$ cat src/verilog/flow_pkg.sv
// package for the solution flow controller: register map, field layout,
// reset values and timing constants shared by all design files.
// assumes a 100 MHz clock and 32-bit axi4-lite register access.
`default_nettype none
package flow_pkg;

    // clock rate and derived millisecond enable
    localparam int unsigned CLK_HZ         = 100_000_000;
    localparam int unsigned MS_PER_S       = 1000;
    localparam int unsigned CYC_PER_MS     = CLK_HZ / MS_PER_S;

    // detergent pump phase times, in ms
    localparam int unsigned EXTEND_MS      = 80;
    localparam int unsigned RETRACT_MS     = 50;

    // register byte offsets
    localparam logic [7:0] CFG_OFS         = 8'h00;
    localparam logic [7:0] OPER_OFS        = 8'h04;
    localparam logic [7:0] INPUT_OFS       = 8'h08;
    localparam logic [7:0] OUTPUT_OFS      = 8'h0c;
    localparam logic [7:0] LUT_OFS         = 8'h10;

    // configuration register bits
    localparam int CFG_RECOV_INST          = 0;
    localparam int CFG_RECOV_EN            = 1;
    localparam int CFG_ANY_TIME            = 2;
    localparam int CFG_SIDE_INST           = 3;
    localparam int CFG_SIDE_EN             = 4;
    localparam int CFG_DET_INST            = 5;
    localparam int CFG_DET_EN              = 6;
    localparam int CFG_MIST_INST           = 7;
    localparam int CFG_MIST_EN             = 8;
    localparam int CFG_REVERSE_OK          = 9;
    localparam int CFG_W                   = 10;
    localparam logic [CFG_W-1:0] CFG_RST   = 10'h000;

    // operator register fields, as relayed from the dashboard
    localparam int OPER_SCRUB_SOL          = 0;
    localparam int OPER_SIDE_SCRUB         = 1;
    localparam int OPER_BROOM              = 2;
    localparam int OPER_RATE_LSB           = 4;
    localparam int OPER_RATIO_LSB          = 8;
    localparam int RATE_W                  = 3;
    localparam int RATIO_W                 = 2;
    localparam int OPER_W                  = 10;
    localparam logic [OPER_W-1:0] OPER_RST = 10'h000;

    // interval lookup: one entry per rate and ratio, in ms
    localparam int LUT_AW                  = RATE_W + RATIO_W;
    localparam int LUT_DW                  = 12;
    localparam int LUT_ADDR_LSB            = 16;

    // pwm: 9 high counts of 64 per rate step
    localparam int PWM_W                   = 6;
    localparam logic [PWM_W-1:0] PWM_STEP  = 6'h09;

    // axi responses
    localparam logic [1:0] RESP_OKAY       = 2'h0;
    localparam logic [1:0] RESP_SLVERR     = 2'h2;

    // sampled machine inputs travel together
    typedef struct packed {
        logic tank_empty;     // clean_tank_empty_switch closed
        logic float_closed;   // recovery_float_switch closed
        logic pedal_active;   // out of neutral
        logic pedal_reverse;  // travelling in reverse
    } sense_t;

    // actuator outputs travel together
    typedef struct packed {
        logic main_valve;
        logic side_valve;
        logic clean_pump;
        logic recov_pump;
        logic mist_pump;
    } drive_t;

endpackage
`default_nettype wire

$ cat src/verilog/solution_flow_controller.sv
// solution flow controller: decides when each solution actuator runs and
// exposes configuration and operator requests over axi4-lite.
// assumes switches and pedal pins are asynchronous and the dashboard
// requests are written into the operator register by software.
//
// Overview of operation
// RULE1: tank-first mode runs recovered pump only while clean tank is empty.
// RULE2: any-time mode ignores the clean tank empty switch.
// RULE3: recovered scrubbing only while recovery float switch is open.
// RULE4: recovered scrubbing needs option installed, enabled, request, pedal.
// RULE5: recovered scrubbing stops clean pump, runs recovered pump, keeps soap.
// RULE6: main flow needs request, pedal out of neutral, tank not empty.
// RULE7: main valve is on/off; clean pump pwm follows flow rate.
// RULE8: right side valve opens together with the main valve.
// RULE9: right valve needs side option, main and side request, pedal.
// RULE10: detergent cycle extends forward for 80 ms.
// RULE11: then retracts reversed for 50 ms, then dwells off.
// RULE12: pumps alternate with an interval gap; zero means immediate.
// RULE13: interval comes from a table by flow rate and ratio.
// RULE14: detergent needs option, request and pedal out of neutral.
// RULE15: mist pump needs option, broom request and pedal out of neutral.
// RULE16: with recovered option fitted, mist stops when clean tank runs dry.
// RULE17: a configuration bit allows main flow while reversing.
// RULE18: outputs drop at once when a condition fails; cycles abort.
`timescale 1ns/1ns
`default_nettype none
module solution_flow_controller
    import flow_pkg::*;
#(
    parameter int RW = RATE_W
) (
    // clock and reset
    input  wire logic        aclk,
    input  wire logic        aresetn,
    // axi4-lite write address
    input  wire logic [7:0]  s_axi_awaddr,
    input  wire logic        s_axi_awvalid,
    output logic             s_axi_awready,
    // axi4-lite write data
    input  wire logic [31:0] s_axi_wdata,
    input  wire logic [3:0]  s_axi_wstrb,
    input  wire logic        s_axi_wvalid,
    output logic             s_axi_wready,
    // axi4-lite write response
    output logic [1:0]       s_axi_bresp,
    output logic             s_axi_bvalid,
    input  wire logic        s_axi_bready,
    // axi4-lite read address
    input  wire logic [7:0]  s_axi_araddr,
    input  wire logic        s_axi_arvalid,
    output logic             s_axi_arready,
    // axi4-lite read data
    output logic [31:0]      s_axi_rdata,
    output logic [1:0]       s_axi_rresp,
    output logic             s_axi_rvalid,
    input  wire logic        s_axi_rready,
    // machine inputs, asynchronous
    input  wire logic        clean_tank_empty_switch,
    input  wire logic        recovery_float_switch,
    input  wire logic        pedal_position_sensor,
    input  wire logic        pedal_reverse,
    // actuator outputs
    output logic             main_flow_valve,
    output logic             right_side_flow_valve,
    output logic             clean_solution_pump,
    output logic             solution_pump_pwm_output,
    output logic             recovered_water_pump,
    output logic             broom_mist_pump,
    output logic [1:0]       detergent_pump_a,
    output logic [1:0]       detergent_pump_b
);

    localparam int unsigned SW = $bits(sense_t);

    // registers
    logic [CFG_W-1:0]  cfg_r;
    logic [OPER_W-1:0] oper_r;
    logic [SW-1:0]     sync1_r;
    logic [SW-1:0]     sync2_r;
    sense_t            sense;
    drive_t            drive_nxt;
    drive_t            drive_r;

    // bus state
    logic        aw_hold_r;
    logic        w_hold_r;
    logic [7:0]  awaddr_r;
    logic [31:0] wdata_r;
    logic [3:0]  wstrb_r;
    logic        wr_fire;

    // two flops on every pin input; only the second stage is read
    always_ff @(posedge aclk) begin
        if (!aresetn) begin
            sync1_r <= '0;
            sync2_r <= '0;
        end else begin
            sync1_r <= {clean_tank_empty_switch, recovery_float_switch,
                        pedal_position_sensor, pedal_reverse};
            sync2_r <= sync1_r;
        end
    end
    assign sense = sense_t'(sync2_r);

    // millisecond enable from a divider
    localparam int DIVW = $clog2(CYC_PER_MS);
    logic [DIVW-1:0] div_r;
    logic            ms_tick;
    always_ff @(posedge aclk) begin
        if (!aresetn || ms_tick) begin
            div_r <= '0;
        end else begin
            div_r <= div_r + 1'b1;
        end
    end
    assign ms_tick = (div_r == DIVW'(CYC_PER_MS - 1));

    // permission logic
    logic pedal_ok;
    logic request;
    logic recov_active;
    logic main_active;
    logic side_ok;
    logic det_run;
    logic mist_ok;
    logic src_ok;

    always_comb begin
        // reverse travel may be barred for main flow only
        pedal_ok = sense.pedal_active;
        request  = oper_r[OPER_SCRUB_SOL];
        // tank-first waits for an empty clean tank; any-time ignores it
        src_ok   = cfg_r[CFG_ANY_TIME] | sense.tank_empty; // RULE1 RULE2
        recov_active = cfg_r[CFG_RECOV_INST] & cfg_r[CFG_RECOV_EN] // RULE4
                     & request & pedal_ok
                     & ~sense.float_closed                   // RULE3
                     & src_ok;
        main_active  = request & pedal_ok & ~sense.tank_empty // RULE6
                     & (cfg_r[CFG_REVERSE_OK]
                        | ~sense.pedal_reverse);             // RULE17
        side_ok      = cfg_r[CFG_SIDE_INST] & cfg_r[CFG_SIDE_EN]
                     & request & oper_r[OPER_SIDE_SCRUB]
                     & pedal_ok;                             // RULE9
        det_run      = cfg_r[CFG_DET_INST] & cfg_r[CFG_DET_EN]
                     & request & pedal_ok;                   // RULE14 RULE5
        mist_ok      = cfg_r[CFG_MIST_INST] & cfg_r[CFG_MIST_EN]
                     & oper_r[OPER_BROOM] & pedal_ok         // RULE15
                     & ~(cfg_r[CFG_RECOV_INST]
                         & sense.tank_empty);                // RULE16
        drive_nxt.main_valve = main_active | recov_active;   // RULE7
        drive_nxt.side_valve = (main_active | recov_active)
                             & side_ok;                      // RULE8
        drive_nxt.clean_pump = main_active & ~recov_active;  // RULE5
        drive_nxt.recov_pump = recov_active;                 // RULE5
        drive_nxt.mist_pump  = mist_ok;
    end

    // outputs registered; any failing condition drops them next edge
    always_ff @(posedge aclk) begin
        if (!aresetn) begin
            drive_r <= '0;
        end else begin
            drive_r <= drive_nxt; // RULE18
        end
    end
    assign main_flow_valve       = drive_r.main_valve;
    assign right_side_flow_valve = drive_r.side_valve;
    assign clean_solution_pump   = drive_r.clean_pump;
    assign recovered_water_pump  = drive_r.recov_pump;
    assign broom_mist_pump       = drive_r.mist_pump;

    // pwm: duty grows with the selected rate; rate 0 gives zero duty
    logic [PWM_W-1:0] pwm_cnt_r;
    logic [PWM_W-1:0] duty;
    logic             pwm_r;
    assign duty = PWM_W'(oper_r[OPER_RATE_LSB +: RW]) * PWM_STEP;
    always_ff @(posedge aclk) begin
        if (!aresetn) begin
            pwm_cnt_r <= '0;
            pwm_r     <= 1'b0;
        end else begin
            pwm_cnt_r <= pwm_cnt_r + 1'b1;
            pwm_r     <= drive_nxt.clean_pump
                       & (pwm_cnt_r < duty); // RULE7
        end
    end
    assign solution_pump_pwm_output = pwm_r;

    // interval lookup by rate and ratio
    logic              lut_we;
    logic [LUT_DW-1:0] interval_ms;
    assign lut_we = wr_fire && (awaddr_r == LUT_OFS);
    interval_table #(
        .AW (LUT_AW),
        .DW (LUT_DW)
    ) u_table (
        .aclk    (aclk),
        .wr_en   (lut_we),
        .wr_addr (wdata_r[LUT_ADDR_LSB +: LUT_AW]),
        .wr_data (wdata_r[LUT_DW-1:0]),
        .rd_addr ({oper_r[OPER_RATE_LSB +: RW],
                   oper_r[OPER_RATIO_LSB +: RATIO_W]}), // RULE13
        .rd_data (interval_ms)
    );

    // detergent sequencer
    logic [1:0] det_fwd;
    logic [1:0] det_rev;
    detergent_cycler #(
        .DW (LUT_DW)
    ) u_cycler (
        .aclk        (aclk),
        .aresetn     (aresetn),
        .ms_tick     (ms_tick),
        .interval_ms (interval_ms),
        .run         (det_run),
        .pump_fwd    (det_fwd),
        .pump_rev    (det_rev)
    );
    assign detergent_pump_a = {det_rev[0], det_fwd[0]};
    assign detergent_pump_b = {det_rev[1], det_fwd[1]};

    // axi4-lite write path: address and data in either order
    assign s_axi_awready = ~aw_hold_r & ~s_axi_bvalid;
    assign s_axi_wready  = ~w_hold_r & ~s_axi_bvalid;
    assign wr_fire = aw_hold_r & w_hold_r;

    always_ff @(posedge aclk) begin
        if (!aresetn) begin
            aw_hold_r <= 1'b0;
            awaddr_r  <= '0;
        end else if (s_axi_awvalid && s_axi_awready) begin
            aw_hold_r <= 1'b1;
            awaddr_r  <= s_axi_awaddr;
        end else if (wr_fire) begin
            aw_hold_r <= 1'b0;
        end
    end

    always_ff @(posedge aclk) begin
        if (!aresetn) begin
            w_hold_r <= 1'b0;
            wdata_r  <= '0;
            wstrb_r  <= '0;
        end else if (s_axi_wvalid && s_axi_wready) begin
            w_hold_r <= 1'b1;
            wdata_r  <= s_axi_wdata;
            wstrb_r  <= s_axi_wstrb;
        end else if (wr_fire) begin
            w_hold_r <= 1'b0;
        end
    end

    // register stores; only the low two byte lanes carry bits
    always_ff @(posedge aclk) begin
        if (!aresetn) begin
            cfg_r  <= CFG_RST;
            oper_r <= OPER_RST;
        end else if (wr_fire) begin
            if (awaddr_r == CFG_OFS) begin
                if (wstrb_r[0]) cfg_r[7:0] <= wdata_r[7:0];
                if (wstrb_r[1]) cfg_r[CFG_W-1:8] <= wdata_r[CFG_W-1:8];
            end
            if (awaddr_r == OPER_OFS) begin
                if (wstrb_r[0]) oper_r[7:0] <= wdata_r[7:0];
                if (wstrb_r[1]) oper_r[OPER_W-1:8] <= wdata_r[OPER_W-1:8];
            end
        end
    end

    // write response; unmapped or read-only offsets get slverr
    always_ff @(posedge aclk) begin
        if (!aresetn) begin
            s_axi_bvalid <= 1'b0;
            s_axi_bresp  <= RESP_OKAY;
        end else if (wr_fire) begin
            s_axi_bvalid <= 1'b1;
            s_axi_bresp  <= (awaddr_r == CFG_OFS || awaddr_r == OPER_OFS
                             || awaddr_r == LUT_OFS) ? RESP_OKAY
                                                     : RESP_SLVERR;
        end else if (s_axi_bready) begin
            s_axi_bvalid <= 1'b0;
        end
    end

    // axi4-lite read path: one cycle to rvalid
    assign s_axi_arready = ~s_axi_rvalid;
    always_ff @(posedge aclk) begin
        if (!aresetn) begin
            s_axi_rvalid <= 1'b0;
            s_axi_rdata  <= '0;
            s_axi_rresp  <= RESP_OKAY;
        end else if (s_axi_arvalid && s_axi_arready) begin
            s_axi_rvalid <= 1'b1;
            s_axi_rresp  <= RESP_OKAY;
            case (s_axi_araddr)
                CFG_OFS:    s_axi_rdata <= 32'(cfg_r);
                OPER_OFS:   s_axi_rdata <= 32'(oper_r);
                INPUT_OFS:  s_axi_rdata <= 32'(sync2_r);
                OUTPUT_OFS: s_axi_rdata <= 32'({det_rev, det_fwd,
                                                drive_r});
                LUT_OFS:    s_axi_rdata <= 32'(interval_ms);
                default: begin
                    s_axi_rdata <= '0;
                    s_axi_rresp <= RESP_SLVERR;
                end
            endcase
        end else if (s_axi_rready) begin
            s_axi_rvalid <= 1'b0;
        end
    end

endmodule
`default_nettype wire

$ cat src/verilog/interval_table.sv
// interval lookup memory: one word per flow rate and detergent ratio.
// assumes the write port is driven by the register slave on the same clock.
`timescale 1ns/1ns
`default_nettype none
module interval_table
    import flow_pkg::*;
#(
    parameter int AW = LUT_AW,
    parameter int DW = LUT_DW
) (
    // clock
    input  wire logic          aclk,
    // write side
    input  wire logic          wr_en,
    input  wire logic [AW-1:0] wr_addr,
    input  wire logic [DW-1:0] wr_data,
    // read side, registered
    input  wire logic [AW-1:0] rd_addr,
    output logic      [DW-1:0] rd_data
);

    logic [DW-1:0] mem [2**AW];

    // no reset on the array so it maps to block or distributed ram
    always_ff @(posedge aclk) begin
        if (wr_en) begin
            mem[wr_addr] <= wr_data;
        end
        rd_data <= mem[rd_addr];
    end

endmodule
`default_nettype wire

$ cat src/verilog/detergent_cycler.sv
// alternating two-pump detergent sequencer: extend, retract, dwell, then
// the other pump after the interval. assumes a 1 ms enable pulse.
`timescale 1ns/1ns
`default_nettype none
module detergent_cycler
    import flow_pkg::*;
#(
    parameter int DW = LUT_DW
) (
    // clock and reset
    input  wire logic          aclk,
    input  wire logic          aresetn,
    // timing
    input  wire logic          ms_tick,
    input  wire logic [DW-1:0] interval_ms,
    // permission
    input  wire logic          run,
    // pump drive: fwd extends, rev retracts
    output logic      [1:0]    pump_fwd,
    output logic      [1:0]    pump_rev
);

    typedef enum logic [3:0] {
        ST_IDLE    = 4'b0001,
        ST_EXTEND  = 4'b0010,
        ST_RETRACT = 4'b0100,
        ST_GAP     = 4'b1000
    } det_state_t;

    det_state_t    state_r;
    logic [DW-1:0] cnt_r;
    logic          sel_r;

    // sequencer; dropping run aborts at once with both pumps off
    always_ff @(posedge aclk) begin
        if (!aresetn || !run) begin
            state_r <= ST_IDLE; // RULE18
            cnt_r   <= '0;
            sel_r   <= 1'b0;
        end else begin
            case (state_r)
                ST_IDLE: begin
                    state_r <= ST_EXTEND;
                    cnt_r   <= '0;
                end
                ST_EXTEND: if (ms_tick) begin
                    if (cnt_r == DW'(EXTEND_MS - 1)) begin // RULE10
                        state_r <= ST_RETRACT;
                        cnt_r   <= '0;
                    end else begin
                        cnt_r <= cnt_r + 1'b1;
                    end
                end
                ST_RETRACT: if (ms_tick) begin
                    if (cnt_r == DW'(RETRACT_MS - 1)) begin // RULE11
                        sel_r <= ~sel_r; // RULE12
                        cnt_r <= '0;
                        // zero interval starts the other pump at once
                        state_r <= (interval_ms == '0) ? ST_EXTEND : ST_GAP;
                    end else begin
                        cnt_r <= cnt_r + 1'b1;
                    end
                end
                ST_GAP: if (ms_tick) begin
                    if (cnt_r + 1'b1 >= interval_ms) begin // RULE12
                        state_r <= ST_EXTEND;
                        cnt_r   <= '0;
                    end else begin
                        cnt_r <= cnt_r + 1'b1;
                    end
                end
                default: state_r <= ST_IDLE;
            endcase
        end
    end

    // idle pump dwells off while the other one runs
    always_comb begin
        pump_fwd = 2'b00;
        pump_rev = 2'b00;
        if (state_r == ST_EXTEND) begin
            pump_fwd[sel_r] = run; // RULE10
        end
        if (state_r == ST_RETRACT) begin
            pump_rev[sel_r] = run; // RULE11
        end
    end

endmodule
`default_nettype wire

$ cat config.mk
export PLATFORM = sky130hd
export DESIGN_NAME = solution_flow_controller
export DESIGN_NICKNAME = d
export VERILOG_FILES = /design/src/verilog/flow_pkg.sv /design/src/verilog/solution_flow_controller.sv /design/src/verilog/interval_table.sv /design/src/verilog/detergent_cycler.sv
export SDC_FILE = /design/constraint.sdc
export NUM_CORES = 1
export LEC_CHECK = 0
export ABC_CLOCK_PERIOD_IN_PS = 7600
export BUFFER_PORTS_ARGS = -buffer_cell sky130_fd_sc_hd__buf_2
export CAP_MARGIN = 20
export CORE_ASPECT_RATIO = 1.1
export CORE_MARGIN = 4
export CORE_UTILIZATION = 65
export CTS_CLUSTER_DIAMETER = 100
export DETAILED_ROUTE_END_ITERATION = 10
export PLACE_DENSITY = 0.84
export SETUP_SLACK_MARGIN = 0.3
export SYNTH_ARGS = -nofsm -noshare
export SYNTH_HDL_FRONTEND = slang
export SYNTH_SLANG_ARGS = --single-unit
$ cat constraint.sdc
create_clock -name aclk -period 7.6 [get_ports aclk]
set_clock_uncertainty 0.1 [all_clocks]
set_input_delay 0.76 -clock aclk [delete_from_list [all_inputs] [get_ports aclk]]
set_output_delay 0.76 -clock aclk [all_outputs]
set_load 0.01 [all_outputs]
== Yosys cells after proc, flatten, opt, wreduce, memory -nomap -nowiden ==
Memory sizes are Yosys's and may differ from the RTL's. A register that Yosys moved wholly into a read port is not among the register bits.
Index checks and enable logic that the tools add are counted.

* Flip-flop bits (word level): 145
* Bits in latches: 0
* Bits in writable memories: 384
* ROM bits: 0
* Bits of input ports: 63
* Output and inout port bits: 51
* Word-level logic and storage cells: 153
* Memories: 1

{| class="wikitable"
|+ Memories
! name !! depth !! width !! read ports !! clocked after Yosys merged registers in !! wr ports !! line !! text
|-
| u_table.mem || 32 || 12 || 1 || 1 || 1 || interval_table.sv:22 || <nowiki>logic [DW-1:0] mem [2**AW];</nowiki>
|}

* Add/sub/neg operators: 3
* Multiply operators: 1
* Div/mod/pow operators: 0
* $lt $le $gt $ge: 4
* Equal/unequal tests: 19
* Shift-type cells: 0
* Multiplexer cells: 31
* Bitwise logic cells: 40
* Reductions and logical operators: 27

{| class="wikitable"
|+ Operators by type and width
! operator !! count
|-
| $mux W12 || 6
|-
| $pmux W12 S5 || 1
|-
| $pmux W12 S4 || 1
|-
| $mux W4 || 7
|-
| $and A1 B1 Y1 || 26
|-
| $add A17 B1 Y17 const B || 1
|-
| $eq A17 B17 Y1 const B || 1
|-
| $eq A8 B3 Y1 const B || 2
|-
| $eq A8 B4 Y1 const B || 2
|-
| $eq A8 B5 Y1 const B || 2
|-
| $logic_not A8 Y1 || 2
|-
| $pmux W4 S4 || 1
|-
| $reduce_and A3 Y1 || 5
|-
| $add A12 B1 Y12 const B || 1
|-
| $eq A12 B6 Y1 const B || 1
|-
| $eq A12 B7 Y1 const B || 1
|-
| $ge A12 B12 Y1 || 1
|-
| $logic_not A12 Y1 || 1
|-
| $mux W1 || 10
|-
| $not A1 Y1 || 10
|-
| $mux W2 || 4
|-
| $reduce_bool A2 Y1 || 4
|-
| $add A6 B1 Y6 const B || 1
|-
| $lt A6 B6 Y1 || 1
|-
| 19 further kinds || 33
|}

== Depth between registers and ports, before layout ==
* Word-level depth: 8
* Depth in mapped cells: 14
* Depth with buffers taken out: 13

== By module ==
A second synthesis with hierarchy kept.

* Cell total of the unflattened synthesis: 1,582
* Area total of the unflattened synthesis: 21,411.8 um2

{| class="wikitable"
|+ Modules (own cells, without submodules)
! module !! times used !! cells an instance !! area each (um2) !! sequential area each (um2)
|-
| interval_table || 1 || 868 || 15,468.6 || 11,771.3
|-
| solution_flow_controller || 1 || 523 || 4,480.5 || 2,042.0
|-
| detergent_cycler || 1 || 191 || 1,462.7 || 340.3
|}

== Worst setup path before layout ==
No wires, ideal clock.

* Path kind: reg2reg
* Start: reg awaddr_r[0]
* End: mem u_table.mem[28][0] (netlist bit) (enable)
* Setup time: 364 ps
* Arrival time: 2,408 ps
* Data required time: 7,136 ps
* Setup slack: 4,729 ps
* Cell stages (with the launch flop): 7
* Buffers on the path: 1
* Period minus slack after synthesis: 2,871 ps
* Cells stage by stage: dfxtp_1 -> or4_1 -> or4_4 -> nor3b_2 -> or3b_1 -> buf_4 -> nor2_2

* Word-level cells in the longest chain between the ends: 4

{| class="wikitable"
|+ Ends and longest elaborated chain
! item !! line !! text
|-
| start, declared || solution_flow_controller.sv:87 || <nowiki>logic [7:0] awaddr_r;</nowiki>
|-
| start signal, assigned || solution_flow_controller.sv:234 || <nowiki>awaddr_r <= s_axi_awaddr;</nowiki>
|-
| $eq A8 B5 Y1 || solution_flow_controller.sv:192 || <nowiki>assign lut_we = wr_fire && (awaddr_r == LUT_OFS);</nowiki>
|-
| $logic_and A1 B1 Y1 || solution_flow_controller.sv:192 ||
|-
| $mux W1 || interval_table.sv:26 || <nowiki>if (wr_en) begin</nowiki>
|-
| $mux W1 (not written as such) || interval_table.sv:27 || <nowiki>mem[wr_addr] <= wr_data;</nowiki>
|-
| end, declared || interval_table.sv:22 ||
|}

No other way between the ends.

== Worst setup path in the final report ==
* Start: reg awaddr_r[0]
* End: mem u_table.mem[2][0] (netlist bit) (enable)

The elaborated chain is that of the path after synthesis.

==> flow_summary.ini <==
[run_status]
status = complete, no violations

[logic_synthesis]
synth_ff_type = edfxtp_1
synth_edf_count = 384
syn_inst = 1336
ys_seq_area_share_pct = 68.1
ys_ff_latch = 515
synthArstFlopShare_pct = 0
yosys_warnings = 0
syn_area_per_cell_um2 = 15.6
synth.cell_area_mm2 = 0.0208
synth_cell_type_count = 61

[timing]
period_share_pct = 48.2
setup_viol = 0
worstMarginPinSlew_ns = 1.15
slew_viol_final = 0
grt_setup_unrepaired = false
finalSetupTns_ns = 0
period_needed_ns = 3.66
slew_headroom_pct = 23.4
finalHoldViolCount = 0
holdWs_ns = 0.308
fmax_mhz = 273

[critical_path]
path_class = flip-flop to flip-flop
critPathTopFamily = simple AND/OR/NAND/NOR gates
crit_buf_inv = 0
critPathCaptureType = flip-flop
slowest_stage = nor2_1
path_max_fanout = 12
cp_data_required_time_ns = 7.67
cp_slowest_stage_delay_ns = 1.05
crit_chain = or4_1, or4_4, nor3b_2, nand3b_1, nor2_1
start_kind = flip-flop
cp_data_arrival_time_ns = 3.74

[global_routing]
grt_pass1_wl_mm = 75.9
grt_remaining_overflow = 0
grt_max_degree = 85
first_global_vias = 12200
grt.total_usage_pct = 29.2
antenna_found_initial = 2

[placed_design]
dpl_cell_area_mm2 = 0.0215
dp_cells = 1787
place.gp.congestion = 0.826
portBuffers = 74
dp_hpwl_mm = 28.3

[detailed_routing]
drc = 0
wl_met1_mm = 18.4
dr_wl_met2_mm = 25.5
drt-total-wl_mm = 50.7
routed_via_density = 6.51
wire_per_inst_um = 26.7
topRoutingLayerUsed = met5
drtIter0Drc = 1634
ant_nets = 0
wl_met3_mm = 4.78
drtPass1Iterations = 6
vias = 12400

[pwr]
p_leak_nw = 7.62
ir_drop_mv = 0.241
power.density_mw_per_mm2 = 237

[clock_network]
hold_buffers = 0
cts_num_sinks = 515
cts_tree = done
clk_pin_slew_worst_paths_ns = 0.06
cts_buffers = 49
ctsResizeCount = 0
cts_root_buf = clkbuf_16
clkLatencyLatePin_ns = 0.57
postCtsSetupBuffers = 0
htree_num_levels = 2
cts.path.max_buffers = 3

[floorplan]
die_area_mm2 = 0.0349
die_h_um = 196
design.core.area_mm2 = 0.0315
num_io_pins = 114
fp.dieW_um = 179
start_util_pct = 66.1
core.rowCount = 68

[layout]
drive_gt1_share_pct = 22.7
post-route-util_pct = 73.7
fin_cells = 1897
fin_nets = 1523
fin_area_mm2 = 0.0232
area_growth_pct = 11.6

[min_path]
worst_hold_path_type = input port to flip-flop

[flow_run]
drv_cap = 0
## where the power goes
| group | internal, mW | switching, mW |
|---|---|---|
| Clock | 1.28 | 1.03 |
| Combinational | 0.0396 | 0.0957 |
| Sequential | 3.04 | 0.0245 |
## logic make-up after synthesis
group	after synthesis	share of synthesized area, %
buf+inv	105	2.36
mux	137	13.9
simple gates	399	9.04
xor+xnor	23	0.969
other cells	1	0.0180
fa+ha+maj	21	1.26
compound gates	135	4.38
flops	515	68.1
## stage by stage
step | worst slack [ns] | power [mW]
after global placement | 3.97 | 3.24
after floorplan | 4.73 | 3.20
after detailed placement | 3.93 | 3.25
final | 3.94 | 5.51
after CTS | 3.89 | 5.52
after global routing | 3.85 | 5.66
## Yosys cell counts (9+ instances only)
library cell  instances  area share [%]
buf_4                23            0.83
xnor2_1              10            0.42
mux2_2               14            0.76
ha_1                 21             1.3
o21ai_0              23            0.55
mux4_2              120              13
nand2_1             195             3.5
nand2b_1             14            0.42
nor2b_1              13            0.39
edfxtp_1            384              55
nor3_1               11            0.26
and3_1                9            0.27
dfxtp_1             131              13
nand3_1              20            0.48
nor2_1               62             1.1
nor2_2               10            0.30
a21boi_0             50             1.8
and2_1               18            0.54
a21oi_1              26            0.63
inv_1                22            0.40
nand4_1               9            0.27
clkbuf_1             44            0.79
xor2_1               13            0.55
## cell usage in the layout (no fill, tap or decap), types with 10 or more instances in the layout
cell type,synthesis,final
dfxtp_1,131,127
nor3_1,11,11
nand3_1,20,20
xor2_1,13,13
nand2b_1,14,14
clkbuf_16,0,50
nand2_1,195,195
nor2_2,10,10
edfxtp_1,384,384
a21oi_1,26,26
buf_2,8,74
nor2b_1,13,13
mux4_2,120,120
buf_4,23,28
a21boi_0,50,50
nor2_1,62,62
clkinv_1,0,13
o21ai_0,23,23
xnor2_1,10,10
ha_1,21,21
and2_1,18,18
inv_1,22,22
mux2_2,14,14
conb_1,1,22
## final timing paths
path,from,to,slack (ns),depth (start not counted)
min,clean_tank_empty_switch,sync1_r[3]$_SDFF_PN0_,0.31,2
max reg2reg,awaddr_r[0]$_SDFFE_PN0P_,u_table.mem[2][0]$_DFFE_PP_,3.94,5
max,awaddr_r[0]$_SDFFE_PN0P_,u_table.mem[2][0]$_DFFE_PP_,3.94,5
min reg2reg,sync1_r[3]$_SDFF_PN0_,sense[3]$_SDFF_PN0_,0.34,1
## registers in the layout (all words and copies together) (netlist names), 2 cells and up
name	count
div_r	17
u_table.rd_data	12
sense	4
wstrb_r	2
u_cycler.state_r	4
u_cycler.cnt_r	12
s_axi_rdata	12
cfg_r	10
wdata_r	17
oper_r	10
sync1_r	4
awaddr_r	8
pwm_cnt_r	6
u_table.mem	384
## cell type report
type,instances,area (um^2)
tap,420,526
clock buffer,63,1340
sequential,515,14200
timing repair buffer,113,707
inverter,23,86.3
clock inverter,25,155
multi-input combinational,737,6230
antenna,1,2.50
fill,1727,8270
## worst register-to-register path, stage by stage (launching register included)
cell and delay [ns]:
dfxtp_1 0.30, or4_1 0.52, or4_4 0.44, nor3b_2 0.35
nand3b_1 0.50, nor2_1 1.06
## routing by layer
layer | vias to the layer above | track usage [%]
met5 | - | 0
met4 | 2 | 10.2
met3 | 151 | 5.65
met2 | 790 | 48.4
met1 | 6181 | 39.2
li1 | 5226 | -
Power figures use the tool's default switching activity.
